File: config.mk
export PLATFORM = sky130hd
export DESIGN_NAME = adcsc_top
export DESIGN_NICKNAME = d
export VERILOG_FILES = /design/src/core/adcsc_mem.v /design/src/core/adcsc_top.v
export VERILOG_INCLUDE_DIRS = /design/src /design/src/core
export SDC_FILE = /design/constraint.sdc
export NUM_CORES = 1
export LEC_CHECK = 0
export ABC_AREA = 0
export BUFFER_PORTS_ARGS = -buffer_cell sky130_fd_sc_hd__buf_2
export CORE_MARGIN = 5
export CORE_UTILIZATION = 64
export CTS_BUF_LIST = sky130_fd_sc_hd__clkbuf_8
export DETAILED_ROUTE_END_ITERATION = 6
export PLACE_DENSITY_LB_ADDON = 0.12
export SYNTH_ARGS = -nofsm -noshare
export SYNTH_HDL_FRONTEND = slang
export SYNTH_SLANG_ARGS = --single-unit
export TNS_END_PERCENT = 1
File: constraint.sdc
create_clock -name clk_sys -period 4.4 [get_ports clk_sys]
set_input_delay 0.44 -clock clk_sys [delete_from_list [all_inputs] [get_ports clk_sys]]
set_output_delay 0.44 -clock clk_sys [all_outputs]
set_load 0.01 [all_outputs]
File: src/core/adcsc_regs.vh
/*
 * constants of the serial conversion control block: word layout of the
 * serial input word, mode word defaults, timing figures and fifo sizing.
 * assumes it is included once per file by its bare name.
 */
`ifndef ADCSC_REGS_VH
`define ADCSC_REGS_VH

// serial word layout
`define ADCSC_WORD_W 16
`define ADCSC_FRAME_BITS 5'h10
`define ADCSC_CNT_MAX 5'h1F
`define ADCSC_BIT_REGSEL 15
`define ADCSC_CFG_ADDR_HI 14
`define ADCSC_CFG_ADDR_LO 11
`define ADCSC_CFG_DATA_HI 10

// mode word fields
`define ADCSC_MODE_SCAN_HI 14
`define ADCSC_MODE_SCAN_LO 11
`define ADCSC_MODE_CHAN_HI 10
`define ADCSC_MODE_CHAN_LO 7
`define ADCSC_MODE_RST_HI 6
`define ADCSC_MODE_RST_LO 5
`define ADCSC_MODE_TAG 2
`define ADCSC_MODE_SOFT_CONVERT_BIT 1
`define ADCSC_MODE_RESET 16'h0800
`define ADCSC_SCAN_MANUAL 4'h1
`define ADCSC_RST_SOFT 2'h2

// timing: system clock, internal oscillator, soft start delay
`define ADCSC_CLK_NS 100
`define ADCSC_OSC_NS 25
`define ADCSC_CONV_OSC 16
`define ADCSC_CONV_CYC ((`ADCSC_OSC_NS * `ADCSC_CONV_OSC + `ADCSC_CLK_NS - 1) / `ADCSC_CLK_NS)
`define ADCSC_SOFT_CONVERT_BIT_DELAY_NS 500
`define ADCSC_SOFT_CONVERT_BIT_CYC ((`ADCSC_SOFT_CONVERT_BIT_DELAY_NS + `ADCSC_CLK_NS - 1) / `ADCSC_CLK_NS)

// result fifo
`define ADCSC_FIFO_AW 4
`define ADCSC_FIFO_FULL 5'h10

`endif

File: src/core/adcsc_mem.v
/*
 * result storage of the conversion control block: sixteen 16-bit words,
 * one write port, one read port whose data come out of a register.
 * assumes a single clock and that the caller keeps its own pointers.
 */
`include "adcsc_regs.vh"

module adcsc_mem (
   clk_sys,
   wr_en,
   wr_addr,
   wr_data,
   rd_addr,
   rd_data_ff
);
   input wire clk_sys;                          // system clock
   input wire wr_en;                            // write strobe
   input wire [`ADCSC_FIFO_AW-1:0] wr_addr;     // write location
   input wire [`ADCSC_WORD_W-1:0] wr_data;      // word to store
   input wire [`ADCSC_FIFO_AW-1:0] rd_addr;     // read location
   output reg [`ADCSC_WORD_W-1:0] rd_data_ff;   // registered read data

   // storage array, no reset: contents are only read behind a count
   reg [`ADCSC_WORD_W-1:0] mem [0:(1<<`ADCSC_FIFO_AW)-1];

   // write port
   always @(posedge clk_sys) begin
      if (wr_en) begin
         mem[wr_addr] <= wr_data;
      end
   end

   // read port: one cycle latency, always reading
   always @(posedge clk_sys) begin
      rd_data_ff <= mem[rd_addr];
   end
endmodule // adcsc_mem

File: src/core/adcsc_top.v
/*
 * serial conversion control: 4-wire serial frame engine, output word
 * formats, external-clock sequencing, internally timed scans with an
 * end-of-conversion flag, and a 16-entry result fifo that overwrites.
 * assumes the analog core answers ana_code/ana_below for ana_chan in the
 * same clock domain; sclk, cs_n, din and convert_start_n are pins.
 */
`include "adcsc_regs.vh"

module adcsc_top (
   clk_sys,
   reset,
   sclk,
   cs_n,
   din,
   convert_start_n,
   ana_code,
   ana_below,
   ana_bipolar,
   res_10bit,
   dout_ff,
   dout_oe_ff,
   eoc_n_ff,
   ana_chan_ff,
   ana_sample_ff,
   cfg_wr_ff,
   cfg_addr_ff,
   cfg_data_ff,
   mode_word_ff
);
   input wire clk_sys;                 // 10 MHz system clock
   input wire reset;                   // asynchronous, active high
   input wire sclk;                    // serial clock pin, idles high
   input wire cs_n;                    // chip select pin
   input wire din;                     // serial data in pin
   input wire convert_start_n;         // conversion start pin
   input wire [11:0] ana_code;         // raw result for ana_chan
   input wire ana_below;               // positive input below negative
   input wire ana_bipolar;             // channel configured bipolar
   input wire res_10bit;               // ten-bit variant strap
   output reg dout_ff;                 // serial data out
   output reg dout_oe_ff;              // dout driven while high
   output reg eoc_n_ff;                // end of conversion, low active
   output reg [3:0] ana_chan_ff;       // channel steering the mux
   output reg ana_sample_ff;           // one-cycle sample pulse
   output reg cfg_wr_ff;               // configuration word strobe
   output reg [3:0] cfg_addr_ff;       // configuration register index
   output reg [10:0] cfg_data_ff;      // configuration payload
   output reg [15:0] mode_word_ff;     // mode control word as held

   // scan engine states, one-hot
   localparam [2:0] ST_IDLE = 3'h1;
   localparam [2:0] ST_DELAY = 3'h2;
   localparam [2:0] ST_CONV = 3'h4;
   localparam integer CONV_N = `ADCSC_CONV_CYC;      // cycles per conversion
   localparam integer SOFT_CONVERT_BIT_N = `ADCSC_SOFT_CONVERT_BIT_CYC;    // cycles of soft start delay
   localparam [3:0] CONV_CYC = CONV_N[3:0];          // both fit the 4-bit timer
   localparam [3:0] SOFT_CONVERT_BIT_CYC = SOFT_CONVERT_BIT_N[3:0];
   // format a raw code: clamp and truncate as the converter reports it
   function [11:0] fmt_code;
      input [11:0] code;
      input below;
      input bipolar;
      input ten_bit;
      reg [11:0] val;
      begin
         val = code;                                   // two's complement kept
         if (!bipolar && below) begin
            val = 12'h000;
         end
         if (ten_bit) begin
            val = {val[11:2], 2'h0};
         end
         fmt_code = val;
      end
   endfunction

   // pin synchronisers: stage one feeds stage two only
   reg sclk_m_ff, sclk_s_ff, sclk_d_ff;
   reg cs_m_ff, cs_s_ff, cs_d_ff;
   reg din_m_ff, din_s_ff;
   reg cnv_m_ff, cnv_s_ff, cnv_d_ff;
   // frame engine state
   reg [4:0] rise_cnt_ff;              // rising edges seen this frame
   reg [15:0] shift_in_ff;             // first sixteen bits captured
   reg [15:0] ext_word_ff;             // external mode output word
   reg [3:0] ext_chan_ff;              // channel named by the last mode word frame that was not a soft reset
   reg byte_hi_ff;                     // next fifo byte is the high one
   // scan engine state
   reg [2:0] state_ff;
   reg [3:0] timer_ff;                 // conversion or delay count
   reg [3:0] scan_chan_ff;             // channel being converted
   // fifo pointers
   reg [3:0] wptr_ff;
   reg [3:0] rptr_ff;
   reg [4:0] count_ff;
   wire [15:0] rd_word;
   // edge detects on synchronised stages
   wire sclk_rise = sclk_s_ff & ~sclk_d_ff;
   wire sclk_fall = ~sclk_s_ff & sclk_d_ff;
   wire cs_fall = ~cs_s_ff & cs_d_ff;
   wire cs_rise = cs_s_ff & ~cs_d_ff;
   wire cnv_fall = ~cnv_s_ff & cnv_d_ff;
   wire in_frame = ~cs_s_ff;
   // mode word decode
   wire int_mode = (mode_word_ff[`ADCSC_MODE_SCAN_HI:`ADCSC_MODE_SCAN_LO]
                   != `ADCSC_SCAN_MANUAL);
   wire tag_en = mode_word_ff[`ADCSC_MODE_TAG];
   wire [3:0] last_chan = mode_word_ff[`ADCSC_MODE_CHAN_HI:`ADCSC_MODE_CHAN_LO];
   wire fifo_empty = (count_ff == 5'h00);
   wire fifo_full = (count_ff == `ADCSC_FIFO_FULL);

   // words finished at chip select rise
   wire word_done = cs_rise && (rise_cnt_ff >= `ADCSC_FRAME_BITS);
   wire is_mode_wr = word_done && !shift_in_ff[`ADCSC_BIT_REGSEL];
   wire is_cfg_wr = word_done && shift_in_ff[`ADCSC_BIT_REGSEL];
   wire soft_rst = is_mode_wr &&
      (shift_in_ff[`ADCSC_MODE_RST_HI:`ADCSC_MODE_RST_LO] == `ADCSC_RST_SOFT);

   // external mode word built at frame start from the analog core
   wire [11:0] ext_code = fmt_code(ana_code, ana_below, ana_bipolar, res_10bit);
   wire [15:0] ext_word_nxt = tag_en ? {ext_chan_ff, ext_code}
                                     : {1'b0, ext_code, 3'h0};

   // internal scan completion and fifo traffic
   wire conv_end = (state_ff == ST_CONV) && (timer_ff == CONV_CYC - 4'h1);
   wire scan_done = conv_end && (scan_chan_ff == last_chan);
   wire push = conv_end;
   wire [11:0] int_code = fmt_code(ana_code, ana_below, ana_bipolar, res_10bit);
   wire [15:0] push_word = {scan_chan_ff, int_code};
   // a byte is used up on the rise that completes its eighth bit
   wire byte_used = in_frame && sclk_rise && int_mode && !fifo_empty &&
                    (rise_cnt_ff[2:0] == 3'h7);
   wire pop = byte_used && !byte_hi_ff;

   // serial output bit for a given bit index
   reg nxt_bit;
   reg [7:0] cur_byte;
   always @* begin
      cur_byte = byte_hi_ff ? rd_word[15:8] : rd_word[7:0];
      nxt_bit = 1'b0;
      if (int_mode && !fifo_empty) begin
         nxt_bit = cur_byte[3'h7 - rise_cnt_ff[2:0]];
      end else if (!int_mode && (rise_cnt_ff < `ADCSC_FRAME_BITS)) begin
         nxt_bit = ext_word_ff[4'hF - rise_cnt_ff[3:0]];
      end
   end
   // result storage
   adcsc_mem adcsc_mem_inst (
      .clk_sys(clk_sys),
      .wr_en(push),
      .wr_addr(wptr_ff),
      .wr_data(push_word),
      .rd_addr(rptr_ff),
      .rd_data_ff(rd_word)
   );

   // two-flop synchronisers plus one history stage for edges
   always @(posedge clk_sys or posedge reset) begin
      if (reset) begin
         {sclk_d_ff, sclk_s_ff, sclk_m_ff} <= 3'h7;
         {cs_d_ff, cs_s_ff, cs_m_ff} <= 3'h7;
         {din_s_ff, din_m_ff} <= 2'h0;
         {cnv_d_ff, cnv_s_ff, cnv_m_ff} <= 3'h7;
      end else begin
         {sclk_d_ff, sclk_s_ff, sclk_m_ff} <= {sclk_s_ff, sclk_m_ff, sclk};
         {cs_d_ff, cs_s_ff, cs_m_ff} <= {cs_s_ff, cs_m_ff, cs_n};
         {din_s_ff, din_m_ff} <= {din_m_ff, din};
         {cnv_d_ff, cnv_s_ff, cnv_m_ff} <= {cnv_s_ff, cnv_m_ff, convert_start_n};
      end
   end

   // frame engine: capture on rise, drive on fall, release when idle
   always @(posedge clk_sys or posedge reset) begin
      if (reset) begin
         rise_cnt_ff <= 5'h00;
         shift_in_ff <= 16'h0000;
         ext_word_ff <= 16'h0000;
         {dout_ff, dout_oe_ff} <= 2'h0;
      end else begin
         dout_oe_ff <= in_frame;
         if (cs_fall) begin
            // new frame: restart the count and show the first bit
            rise_cnt_ff <= 5'h00;
            if (int_mode) begin
               dout_ff <= fifo_empty ? 1'b0 : cur_byte[7];
            end else begin
               ext_word_ff <= ext_word_nxt;
               dout_ff <= ext_word_nxt[15];
            end
         end else if (in_frame) begin
            if (sclk_rise) begin
               // only the first sixteen bits form the word
               if (rise_cnt_ff < `ADCSC_FRAME_BITS) begin
                  shift_in_ff <= {shift_in_ff[14:0], din_s_ff};
               end
               if (rise_cnt_ff != `ADCSC_CNT_MAX) begin
                  rise_cnt_ff <= rise_cnt_ff + 5'h01;
               end
            end
            if (sclk_fall && (rise_cnt_ff != 5'h00)) begin
               dout_ff <= nxt_bit;
            end
         end else begin
            dout_ff <= 1'b0;
         end
      end
   end

   // fifo pointers: overwrite advances the read side too
   always @(posedge clk_sys or posedge reset) begin
      if (reset) begin
         {wptr_ff, rptr_ff} <= 8'h00;
         count_ff <= 5'h00;
         byte_hi_ff <= 1'b1;
      end else if (soft_rst) begin
         // soft reset drops every stored result
         {wptr_ff, rptr_ff} <= 8'h00;
         count_ff <= 5'h00;
         byte_hi_ff <= 1'b1;
      end else begin
         if (byte_used) begin
            byte_hi_ff <= ~byte_hi_ff;
         end
         if (push) begin
            wptr_ff <= wptr_ff + 4'h1;
         end
         if (push && (pop || fifo_full)) begin
            rptr_ff <= rptr_ff + 4'h1;
            if (fifo_full && !pop) begin
               byte_hi_ff <= 1'b1;    // oldest word gone, restart its byte
            end
         end else if (pop) begin
            rptr_ff <= rptr_ff + 4'h1;
         end
         if (push && !pop && !fifo_full) begin
            count_ff <= count_ff + 5'h01;
         end else if (pop && !push) begin
            count_ff <= count_ff - 5'h01;
         end
      end
   end

   // mode word, channel for the next external frame, config strobe
   always @(posedge clk_sys or posedge reset) begin
      if (reset) begin
         mode_word_ff <= `ADCSC_MODE_RESET;
         ext_chan_ff <= 4'h0;
         {cfg_wr_ff, cfg_addr_ff, cfg_data_ff} <= 16'h0000;
      end else begin
         cfg_wr_ff <= is_cfg_wr;
         if (is_cfg_wr) begin
            cfg_addr_ff <= shift_in_ff[`ADCSC_CFG_ADDR_HI:`ADCSC_CFG_ADDR_LO];
            cfg_data_ff <= shift_in_ff[`ADCSC_CFG_DATA_HI:0];
         end
         if (soft_rst) begin
            mode_word_ff <= `ADCSC_MODE_RESET;
         end else if (is_mode_wr) begin
            mode_word_ff <= shift_in_ff;
            ext_chan_ff <= shift_in_ff[`ADCSC_MODE_CHAN_HI:`ADCSC_MODE_CHAN_LO];
         end else if (scan_done) begin
            mode_word_ff[`ADCSC_MODE_SOFT_CONVERT_BIT] <= 1'b0;
         end
      end
   end

   // scan engine: optional delay, then one timed conversion per channel
   always @(posedge clk_sys or posedge reset) begin
      if (reset) begin
         state_ff <= ST_IDLE;
         {timer_ff, scan_chan_ff} <= 8'h00;
         {ana_chan_ff, ana_sample_ff} <= 5'h00;
      end else begin
         ana_sample_ff <= 1'b0;
         case (state_ff)
            ST_IDLE: begin
               if (cs_fall && !int_mode) begin
                  ana_sample_ff <= 1'b1;
               end
               if (is_mode_wr && !soft_rst) begin
                  ana_chan_ff <= shift_in_ff[`ADCSC_MODE_CHAN_HI:`ADCSC_MODE_CHAN_LO];
               end
               if (is_mode_wr && shift_in_ff[`ADCSC_MODE_SOFT_CONVERT_BIT] && !soft_rst &&
                   (shift_in_ff[`ADCSC_MODE_SCAN_HI:`ADCSC_MODE_SCAN_LO]
                    != `ADCSC_SCAN_MANUAL)) begin
                  state_ff <= ST_DELAY;
                  timer_ff <= 4'h0;
               end else if (cnv_fall && cs_s_ff && int_mode) begin
                  state_ff <= ST_CONV;
                  timer_ff <= 4'h0;
                  scan_chan_ff <= 4'h0;
                  ana_chan_ff <= 4'h0;
                  ana_sample_ff <= 1'b1;
               end
            end
            ST_DELAY: begin
               // delay from chip select rise before the scan begins
               if (timer_ff == SOFT_CONVERT_BIT_CYC - 4'h1) begin
                  state_ff <= ST_CONV;
                  timer_ff <= 4'h0;
                  scan_chan_ff <= 4'h0;
                  ana_chan_ff <= 4'h0;
                  ana_sample_ff <= 1'b1;
               end else begin
                  timer_ff <= timer_ff + 4'h1;
               end
            end
            ST_CONV: begin
               // each result takes sixteen oscillator periods
               if (conv_end) begin
                  timer_ff <= 4'h0;
                  if (scan_done) begin
                     state_ff <= ST_IDLE;
                     ana_chan_ff <= ext_chan_ff;
                  end else begin
                     scan_chan_ff <= scan_chan_ff + 4'h1;
                     ana_chan_ff <= scan_chan_ff + 4'h1;
                     ana_sample_ff <= 1'b1;
                  end
               end else begin
                  timer_ff <= timer_ff + 4'h1;
               end
            end
            default: begin
               state_ff <= ST_IDLE;
               timer_ff <= 4'h0;
            end
         endcase
      end
   end

   // end-of-conversion flag: the finishing scan wins over a new frame
   always @(posedge clk_sys or posedge reset) begin
      if (reset) begin
         eoc_n_ff <= 1'b1;
      end else if (scan_done) begin
         eoc_n_ff <= 1'b0;
      end else if (cs_fall || cnv_fall) begin
         eoc_n_ff <= 1'b1;
      end
   end
endmodule // adcsc_top

# Yosys cells after proc, flatten, opt, wreduce, memory -nomap -nowiden
# Memory sizes are Yosys's and may differ from the RTL's. A register that Yosys moved wholly into a read port is not among the register bits.
# Cells that the tools add are included.
# op_classes
bitwise_logic,14
muxes,69
n_mul,0
n_addsub,9
div_mod_pow,0
eq_ne,20
reduce_logical,57
shift,0
n_lt_le_gt_ge,4
# op_table
op,n
$mux W4,18
$pmux W4 S3,3
$mux W5,7
$mux W16,2
$logic_and A1 B1 Y1,27
$mux W1,26
$add A4 B1 Y4 const B,4
$mux W3,5
$reduce_bool A3 Y1,5
$mux W14,1
$mux W12,1
$ne A2 B2 Y1 const B,6
$add A5 B1 Y5 const B,2
$reduce_bool A2 Y1,5
$logic_not A1 Y1,9
$not A1 Y1,9
$pmux W3 S3,1
$mux W8,1
$ne A4 B1 Y1 const B,2
$reduce_and A4 Y1,2
$eq A3 B3 Y1 const B,2
$reduce_and A3 Y1,2
$reduce_and A6 Y1,1
$and A1 B1 Y1,5
25 further kinds,27
# word_totals
mem_bits_rw,256
n_memories,1
mem_bits_ro,0
latch_bits,0
out_inout_bits,40
elab_cells,206
reg_bits,117
# mem_list
memory,depth,width,rd,rd_ports_with_merged_regs,wr,line,rtl
adcsc_mem_inst.mem,16,16,1,1,1,adcsc_mem.v:24,reg [`ADCSC_WORD_W-1:0] mem [0:(1<<`ADCSC_FIFO_AW)-1];

# Longest topological paths before layout
# Gate-level depths: netlist of run 1.
# depth
word_depth,12
ltp_mapped,13
ltp_nobuf,13

# Hierarchy
# A second synthesis of run 1 with hierarchy kept.
# unflattened
cells_unflattened,946
area_unflattened_um2,15682.5
# by_module_without_submodules
module,cells_per_inst,area_per_inst_um2,instances
adcsc_mem,432,10042.1,1
adcsc_top,514,5640.4,1

# Worst setup path after synthesis of run 1
# OpenSTA, ideal clock, no wires.
# synth_path
kind,reg2reg
start,reg mode_word_ff[11]
end,reg count_ff[4]
stages_incl_launch_ff,13
required_time_ps,4335
arrival_time_ps,3210
slack_ps,1124
cell_sequence,dfstp_2 -> or4b_1 -> o21ai_0 -> nor3_1 -> ha_1 -> a2111oi_2 -> inv_1 -> fa_1 -> a21o_1 -> a21oi_1 -> xor2_1 -> a211o_1 -> nand2_1
# synth_via
elab_chain_cells,10
elab_cells_between_ends,12
cone_classes,eq/ne: 1; mux: 2; reduce/logical: 9
# synth_lines
item,line,rtl
from (decl),adcsc_top.v:49,output reg [15:0] mode_word_ff;
from (signal assigned),adcsc_top.v:247,mode_word_ff <= `ADCSC_MODE_RESET;
from (signal assigned),adcsc_top.v:257,mode_word_ff <= `ADCSC_MODE_RESET;
from (signal assigned),adcsc_top.v:259,mode_word_ff <= shift_in_ff;
$ne A4 B1 Y1 (no source line) *,--,
$logic_and A1 B1 Y1 * (3 in series),adcsc_top.v:132,wire byte_used = in_frame && sclk_rise && int_mode && !fifo_empty &&
$logic_and A1 B1 Y1 *,adcsc_top.v:134,wire pop = byte_used && !byte_hi_ff;
$logic_not A1 Y1,adcsc_top.v:236,if (push && !pop && !fifo_full) begin
$logic_and A1 B1 Y1 (2 in series),adcsc_top.v:236,
$mux W5,adcsc_top.v:236,
$mux W5,adcsc_top.v:216,end else if (soft_rst) begin
to (signal assigned),adcsc_top.v:237,count_ff <= count_ff + 5'h01;
to (signal assigned),adcsc_top.v:239,count_ff <= count_ff - 5'h01;
to (decl),adcsc_top.v:96,reg [4:0] count_ff;
# Mark *: on every way between the ends. The rest lies on a longest branch, timed or not.
# A chain may end at the register's enable or synchronous reset.

# Final worst setup path of run 1
# layout_path
start,reg count_ff[0]
end,reg count_ff[4]
# layout_via
elab_chain_cells,10
elab_cells_between_ends,17
cone_classes,add/sub: 2; eq/ne: 1; mux: 3; reduce/logical: 11
# layout_lines
item
"parallel branches: the longest is 10 deep, another holds $sub A5 B1 Y5"
# Parallel ways; which one is timed is not known. The select of a mux whose other input is x is not followed.

==> results of run 1 <==
worst max path at each step:
stage | from | end | cells past startpoint | slack (ns)
after detailed placement | count_ff[0]$_DFFE_PP0P_ | count_ff[4]$_DFFE_PP0P_ | 12 | 0.78
after global placement | count_ff[0]$_DFFE_PP0P_ | count_ff[4]$_DFFE_PP0P_ | 12 | 0.91
after floorplan | reset | ana_chan_ff[0]$_DFFE_PP0P_ | 1 | 0.88
after CTS | count_ff[0]$_DFFE_PP0P_ | count_ff[4]$_DFFE_PP0P_ | 12 | 0.76
final | count_ff[0]$_DFFE_PP0P_ | count_ff[4]$_DFFE_PP0P_ | 12 | 0.75
after global routing | count_ff[0]$_DFFE_PP0P_ | count_ff[4]$_DFFE_PP0P_ | 12 | 0.45
registers in the layout, indices dropped and copies added, names as in the netlist, 5 cells and up:
| name | count |
|---|---|
| count_ff | 5 |
| cfg_data_ff | 11 |
| rise_cnt_ff | 5 |
| ext_word_ff | 16 |
| adcsc_mem_inst.mem | 256 |
| mode_word_ff | 16 |
| shift_in_ff | 16 |
| adcsc_mem_inst.rd_data_ff | 16 |
area by class of cell:
| class | count | area [um2] |
|---|---|---|
| sequential | 389 | 11000 |
| fill | 1541 | 6660 |
| multi-input combinational | 469 | 4520 |
| clock buffer | 66 | 908 |
| timing repair buffer | 83 | 485 |
| tap | 324 | 405 |
| clock inverter | 46 | 230 |
| inverter | 22 | 85.1 |
critical path: cells and delay by family, from the launching register on:
family | cells | cell delay (ns)
adder cells (fa/ha/maj) | 2 | 0.70
buffers and inverters | 1 | 0.22
AO/OA/AOI/OAI | 5 | 1.37
AND/OR/NAND/NOR | 3 | 0.74
XOR/XNOR | 1 | 0.11
flip-flops | 1 | 0.45
metrics by stage:
stage / std cells / hold slack, ns / utilization [%] / total power [mW] / instance area [um2]
after global placement: 1282 / 0.335 / 67.6 / 4.46 / 16400
final: 1399 / 0.351 / 72.5 / 7.19 / 17600
after CTS: 1399 / 0.354 / 72.5 / 7.24 / 17600
after global routing: 1399 / 0.357 / 72.5 / 7.48 / 17600
after floorplan: 925 / 0.331 / - / 4.35 / 15700
after detailed placement: 1282 / 0.341 / 67.6 / 4.47 / 16400
cells in the final DEF, fill, tap and decap left out, drive strengths merged, types with 23 or more instances in the layout:
master,synthesis,layout
buf,11,78
nand2,87,87
edfxtp,256,256
inv,22,44
o21ai,29,29
mux4,87,87
and2,24,24
nor2,36,36
clkinv,0,23
mux2,24,24
clkbuf,34,66
dfrtp,104,104
timing repair:
item	4_1_cts	5_1_grt
hold buffers	5	0
hold endpoints to repair	28	0
resized for setup	0	0
endpoints found under the setup margin	0	0
layer usage:
metal | vias up | global-route usage, % | wire, um
met1 | 4332 | 35.4 | 14100
li1 | 3786 | - | -
met4 | 0 | 6.19 | 744
met3 | 57 | 4.55 | 2100
met2 | 269 | 37.1 | 15600
met5 | - | 0 | 0
report_power, final:
| part | total [mW] | leakage, nW | switching [mW] | internal, mW |
|---|---|---|---|---|
| clock network | 2.80 | 0.669 | 1.36 | 1.44 |
| logic | 0.332 | 2.03 | 0.208 | 0.123 |
| registers | 4.07 | 4.01 | 0.0816 | 3.98 |
| total | 7.19 | 6.71 | 1.65 | 5.55 |
cell families after synthesis:
family	share of synthesized area (%)
buf+inv	1.69
fa+ha+maj	1.48
mux	15.4
simple gates	6.62
flops	69.6
xor+xnor	0.835
compound gates	4.38
==> impl_metrics.tcl, run 1 <==
set metrics [dict create \
    status "completed" \
    antennaDiodeCount 0 \
    path_cells "or4_1, o21ai_0, nor3_1, ha_1, a2111oi_2, inv_1, fa_1, a21o_1, a21oi_1, xor2_1, a211o_1, nand2_1" \
    cp-end-kind "flip-flop" \
    cts_sinks 389 \
    whs_path_depth 0 \
    powerDensity_nw_per_um2 409 \
    drc 0 \
    worstHoldEndpoint "din_s_ff$_DFF_PP0_" \
    drt-vias-per-instance 6.04 \
    synth_top_area_cell "edfxtp_1" \
    cp_max_fo 5 \
    hp-class "reg -> reg" \
    syn_avg_cell_area_um2 17.0 \
    vias 8444 \
    syn_area_um2 15700 \
    antenna_found_initial 0 \
    grt_max_degree 68 \
    cts_buffers 59 \
    leakagePower_nw 6.71 \
    slowest_delay_ns 0.58 \
    overflow 0 \
    r2r_setup_slack_ns 0.75 \
    cts.root.buffer_cell "clkbuf_8" \
    synth_edf_count 256 \
    drv_cap 0 \
    syn_nets 964 \
    drtIter0Drc 746 \
    rsz0062_at_grt "false" \
    arrival_ns 4.19 \
    ys_ff_latch 389 \
    yosys-top-cells-count "edfxtp_1, dfrtp_1, mux4_2, nand2_1, nor2_1" \
    worstMarginPinSlew_ns 1.15 \
    fin_crit_sh_pct 82.9 \
    initial_utilization_pct 64.9 \
    post_cts_buffers 0 \
    synthToLayoutAreaGrowth_pct 11.8 \
    synthTopCellsByArea "edfxtp_1, dfrtp_1, mux4_2" \
    dieArea_um2 27800 \
    rows 57 \
    htreeDepth 2 \
    port_buffers 60 \
    cp-start-kind "flip-flop" \
    crit_slowest_cell "or4_1" \
    syn_inst 925 \
    slew_viol_final 0 \
    worstSetupPathType "reg -> reg" \
    reg2reg_depth 12 \
    place_ws_ns 0.784 \
    fmax_ghz 0.274 \
    reg2reg_to "count_ff[4]$_DFFE_PP0P_" \
    grt_pass1_vias 8597 \
    drive_gt1_share_pct 26.5 \
    post-synth-top-count-cell "edfxtp_1" \
    fin_setup_tns_ns 0 \
    cts_tree "done" \
    core_um2 24200 \
    clkTransAtPathRegs_ns 0.06 \
    routed_wl_um 32500 \
    layout_setup_ws_ns 0.751 \
    synthDistinctLibCells 67 \
    grt_pass1_wl_um 50700 \
    setup_viol 0 \
    async_flop_share_pct 30.1 \
    hold_violations 0 \
    place.gp.congestion 0.814 \
    grt_util_all_layers_pct 23.7 \
    place_hpwl_um 20600 \
    ant_nets 0 \
    skew_ns 0.0264 \
    fin_crit_ns 3.65 \
    synth.top_cell.area_share_pct 48.9 \
    io_pins 61 \
    clock_path_buffers 3 \
    yosysWarnings 0 \
    ys.flop_type "edfxtp_1" \
    max_slew_margin_pct 22.8 \
    dr.pass1.iters 5 \
    required_ns 4.94 \
    wire_per_inst_um 23.3 \
    hold_start "din_m_ff$_DFF_PP0_" \
    irDropWorstVdd_mv 0.289 \
    worst_r2r_startpoint "count_ff[0]$_DFFE_PP0P_" \
    seq_area_frac_synth_pct 69.6 \
    finalNetCount 1063 \
    die_h_um 167 \
    die_x_um 167 \
    clk_latency_ns 0.61 \
]
Note: power is estimated with default switching activity, not from simulation.
==> run 2: changes to the inputs <==
- CORE_UTILIZATION: 64 -> 58
- clock period: 4.4 -> 2.95 ns (I/O delays scaled with it)
==> impl_metrics.tcl, run 2 (synthesis gave the netlist of run 1 again) <==
set metrics [dict create \
    cp-start-kind "flip-flop" \
    irDropWorstVdd_mv 0.445 \
    clk_latency_ns 0.60 \
    drv_cap 0 \
    cp-end-kind "flip-flop" \
    drtIter0Drc 946 \
    antennaDiodeCount 0 \
    finalNetCount 1117 \
    grt_util_all_layers_pct 23.3 \
    worstSetupPathType "reg -> reg" \
    routed_wl_um 34400 \
    cts.root.buffer_cell "clkbuf_8" \
    hold_violations 0 \
    arrival_ns 3.42 \
    fill_cells 1787 \
    place.gp.congestion 0.820 \
    setup_viol 0 \
    grt_pass1_wl_um 53900 \
    antenna_found_initial 0 \
    vias 8711 \
    largest_reg_flops 256 \
    drc 0 \
    core_um2 26800 \
    dr.pass1.iters 5 \
    clock_path_buffers 3 \
    synthToLayoutAreaGrowth_pct 16.7 \
    dieArea_um2 30500 \
    cts_buffers 58 \
    htreeDepth 2 \
    fin_crit_ns 2.94 \
    fmax_ghz 0.340 \
    die_x_um 175 \
    regMostFlops "adcsc_mem_inst.mem" \
    rows 60 \
    whs_ns 0.246 \
    fin_setup_tns_ns 0 \
    placed_cell_area_um2 17000 \
    die_h_um 175 \
    drt-vias-per-instance 5.93 \
    layout_commonest_cell "edfxtp_1" \
    ant_nets 0 \
    leakagePower_nw 7.09 \
    rsz0062_at_grt "true" \
    reg2reg_depth 12 \
    required_ns 3.43 \
    powerDensity_nw_per_um2 600 \
    worstMarginPinSlew_ns 1.15 \
    skew_ns 0.0177 \
    design_area_um2 18400 \
    io_pins 61 \
    drive_gt1_share_pct 31.5 \
    port_buffers 60 \
    area.sequential_um2 11000 \
    grt_max_degree 52 \
    cts_tree "done" \
    wire_per_inst_um 23.5 \
    hp-class "in -> async" \
    reg2reg_to "count_ff[4]$_DFFE_PP0P_" \
    multi_input_area_um2 4580 \
    cp_max_fo 4 \
    max_slew_margin_pct 23.6 \
    status "completed" \
    slew_viol_final 0 \
    cts_sinks 389 \
    r2r_setup_slack_ns 0.009 \
    final_cell_mix "edfxtp_1, dfrtp_1, nand2_1, mux4_2, clkbuf_8" \
    fin_crit_sh_pct 99.7 \
    layout_setup_ws_ns 0.00863 \
    place_hpwl_um 21500 \
    clkTransAtPathRegs_ns 0.06 \
    place_ws_ns -0.263 \
    worst_r2r_startpoint "mode_word_ff[11]$_DFFE_PP1P_" \
    grt_pass1_vias 8914 \
    initial_utilization_pct 58.7 \
    overflow 0 \
]
==> run 2: final cells by class <==
cell class / instances / share of cell area (%)
timing repair buffer: 138 / 5.92
inverter: 22 / 0.470
clock inverter: 37 / 1.17
multi-input combinational: 469 / 25.0
tap: 341 / 2.32
clock buffer: 73 / 5.47
sequential: 389 / 59.7
==> run 2: per-layer routing <==
layer / GRT usage (%) / routed length (um) / vias up
met5: 0 / 0 / -
li1: - / - / 3891
met1: 34.9 / 15200 / 4522
met3: 4.28 / 2010 / 53
met2: 36.3 / 16600 / 245
met4: 5.83 / 629 / 0
==> run 2: repair_timing <==
item / CTS / global route
gates resized for setup: 10 / 3
endpoints found under the hold margin: 19 / 0
pin swaps: 1 / 7
hold buffers: 5 / 0
setup buffers: 2 / 3
setup endpoints to repair: 2 / 2
==> run 2: worst max path at each step <==
stage	from	end	slack, ns	depth (start not counted)
floorplan	mode_word_ff[11]$_DFFE_PP1P_	count_ff[4]$_DFFE_PP0P_	-0.33	12
global placement	mode_word_ff[11]$_DFFE_PP1P_	count_ff[4]$_DFFE_PP0P_	-0.18	12
detailed placement	count_ff[0]$_DFFE_PP0P_	count_ff[4]$_DFFE_PP0P_	-0.26	12
CTS	mode_word_ff[11]$_DFFE_PP1P_	count_ff[4]$_DFFE_PP0P_	-0.04	12
global route	count_ff[0]$_DFFE_PP0P_	count_ff[4]$_DFFE_PP0P_	-0.18	12
finish	mode_word_ff[11]$_DFFE_PP1P_	count_ff[4]$_DFFE_PP0P_	0.009	12
==> run 2: power by group <==
group / internal (mW) / switching [mW] / leakage (nW)
sequential: 5.94 / 0.111 / 4.01
combinational: 0.226 / 0.333 / 2.37
clock: 2.41 / 2.00 / 0.707
==> run 2: stage by stage <==
| step | std cells | power, mW | utilization (%) |
|---|---|---|---|
| 2_1_floorplan | 925 | 6.48 | - |
| 3_3_place_gp | 1349 | 6.68 | 63.4 |
| 3_5_place_dp | 1349 | 6.70 | 63.4 |
| 4_1_cts | 1466 | 11.1 | 68.3 |
| 5_1_grt | 1469 | 11.5 | 68.5 |
| 6_report | 1469 | 11.0 | 68.5 |
==> run 2: critical path: stages (launching register included) <==
cell and delay, ns:
dfstp_2 0.52, or4b_4 0.49, o21ai_4 0.10, nor3_4 0.06, ha_2 0.21, a2111oi_4 0.26
inv_2 0.11, fa_2 0.38, a21o_1 0.17, a21oi_2 0.13, xor2_1 0.20, a211o_1 0.15
nand2_1 0.05
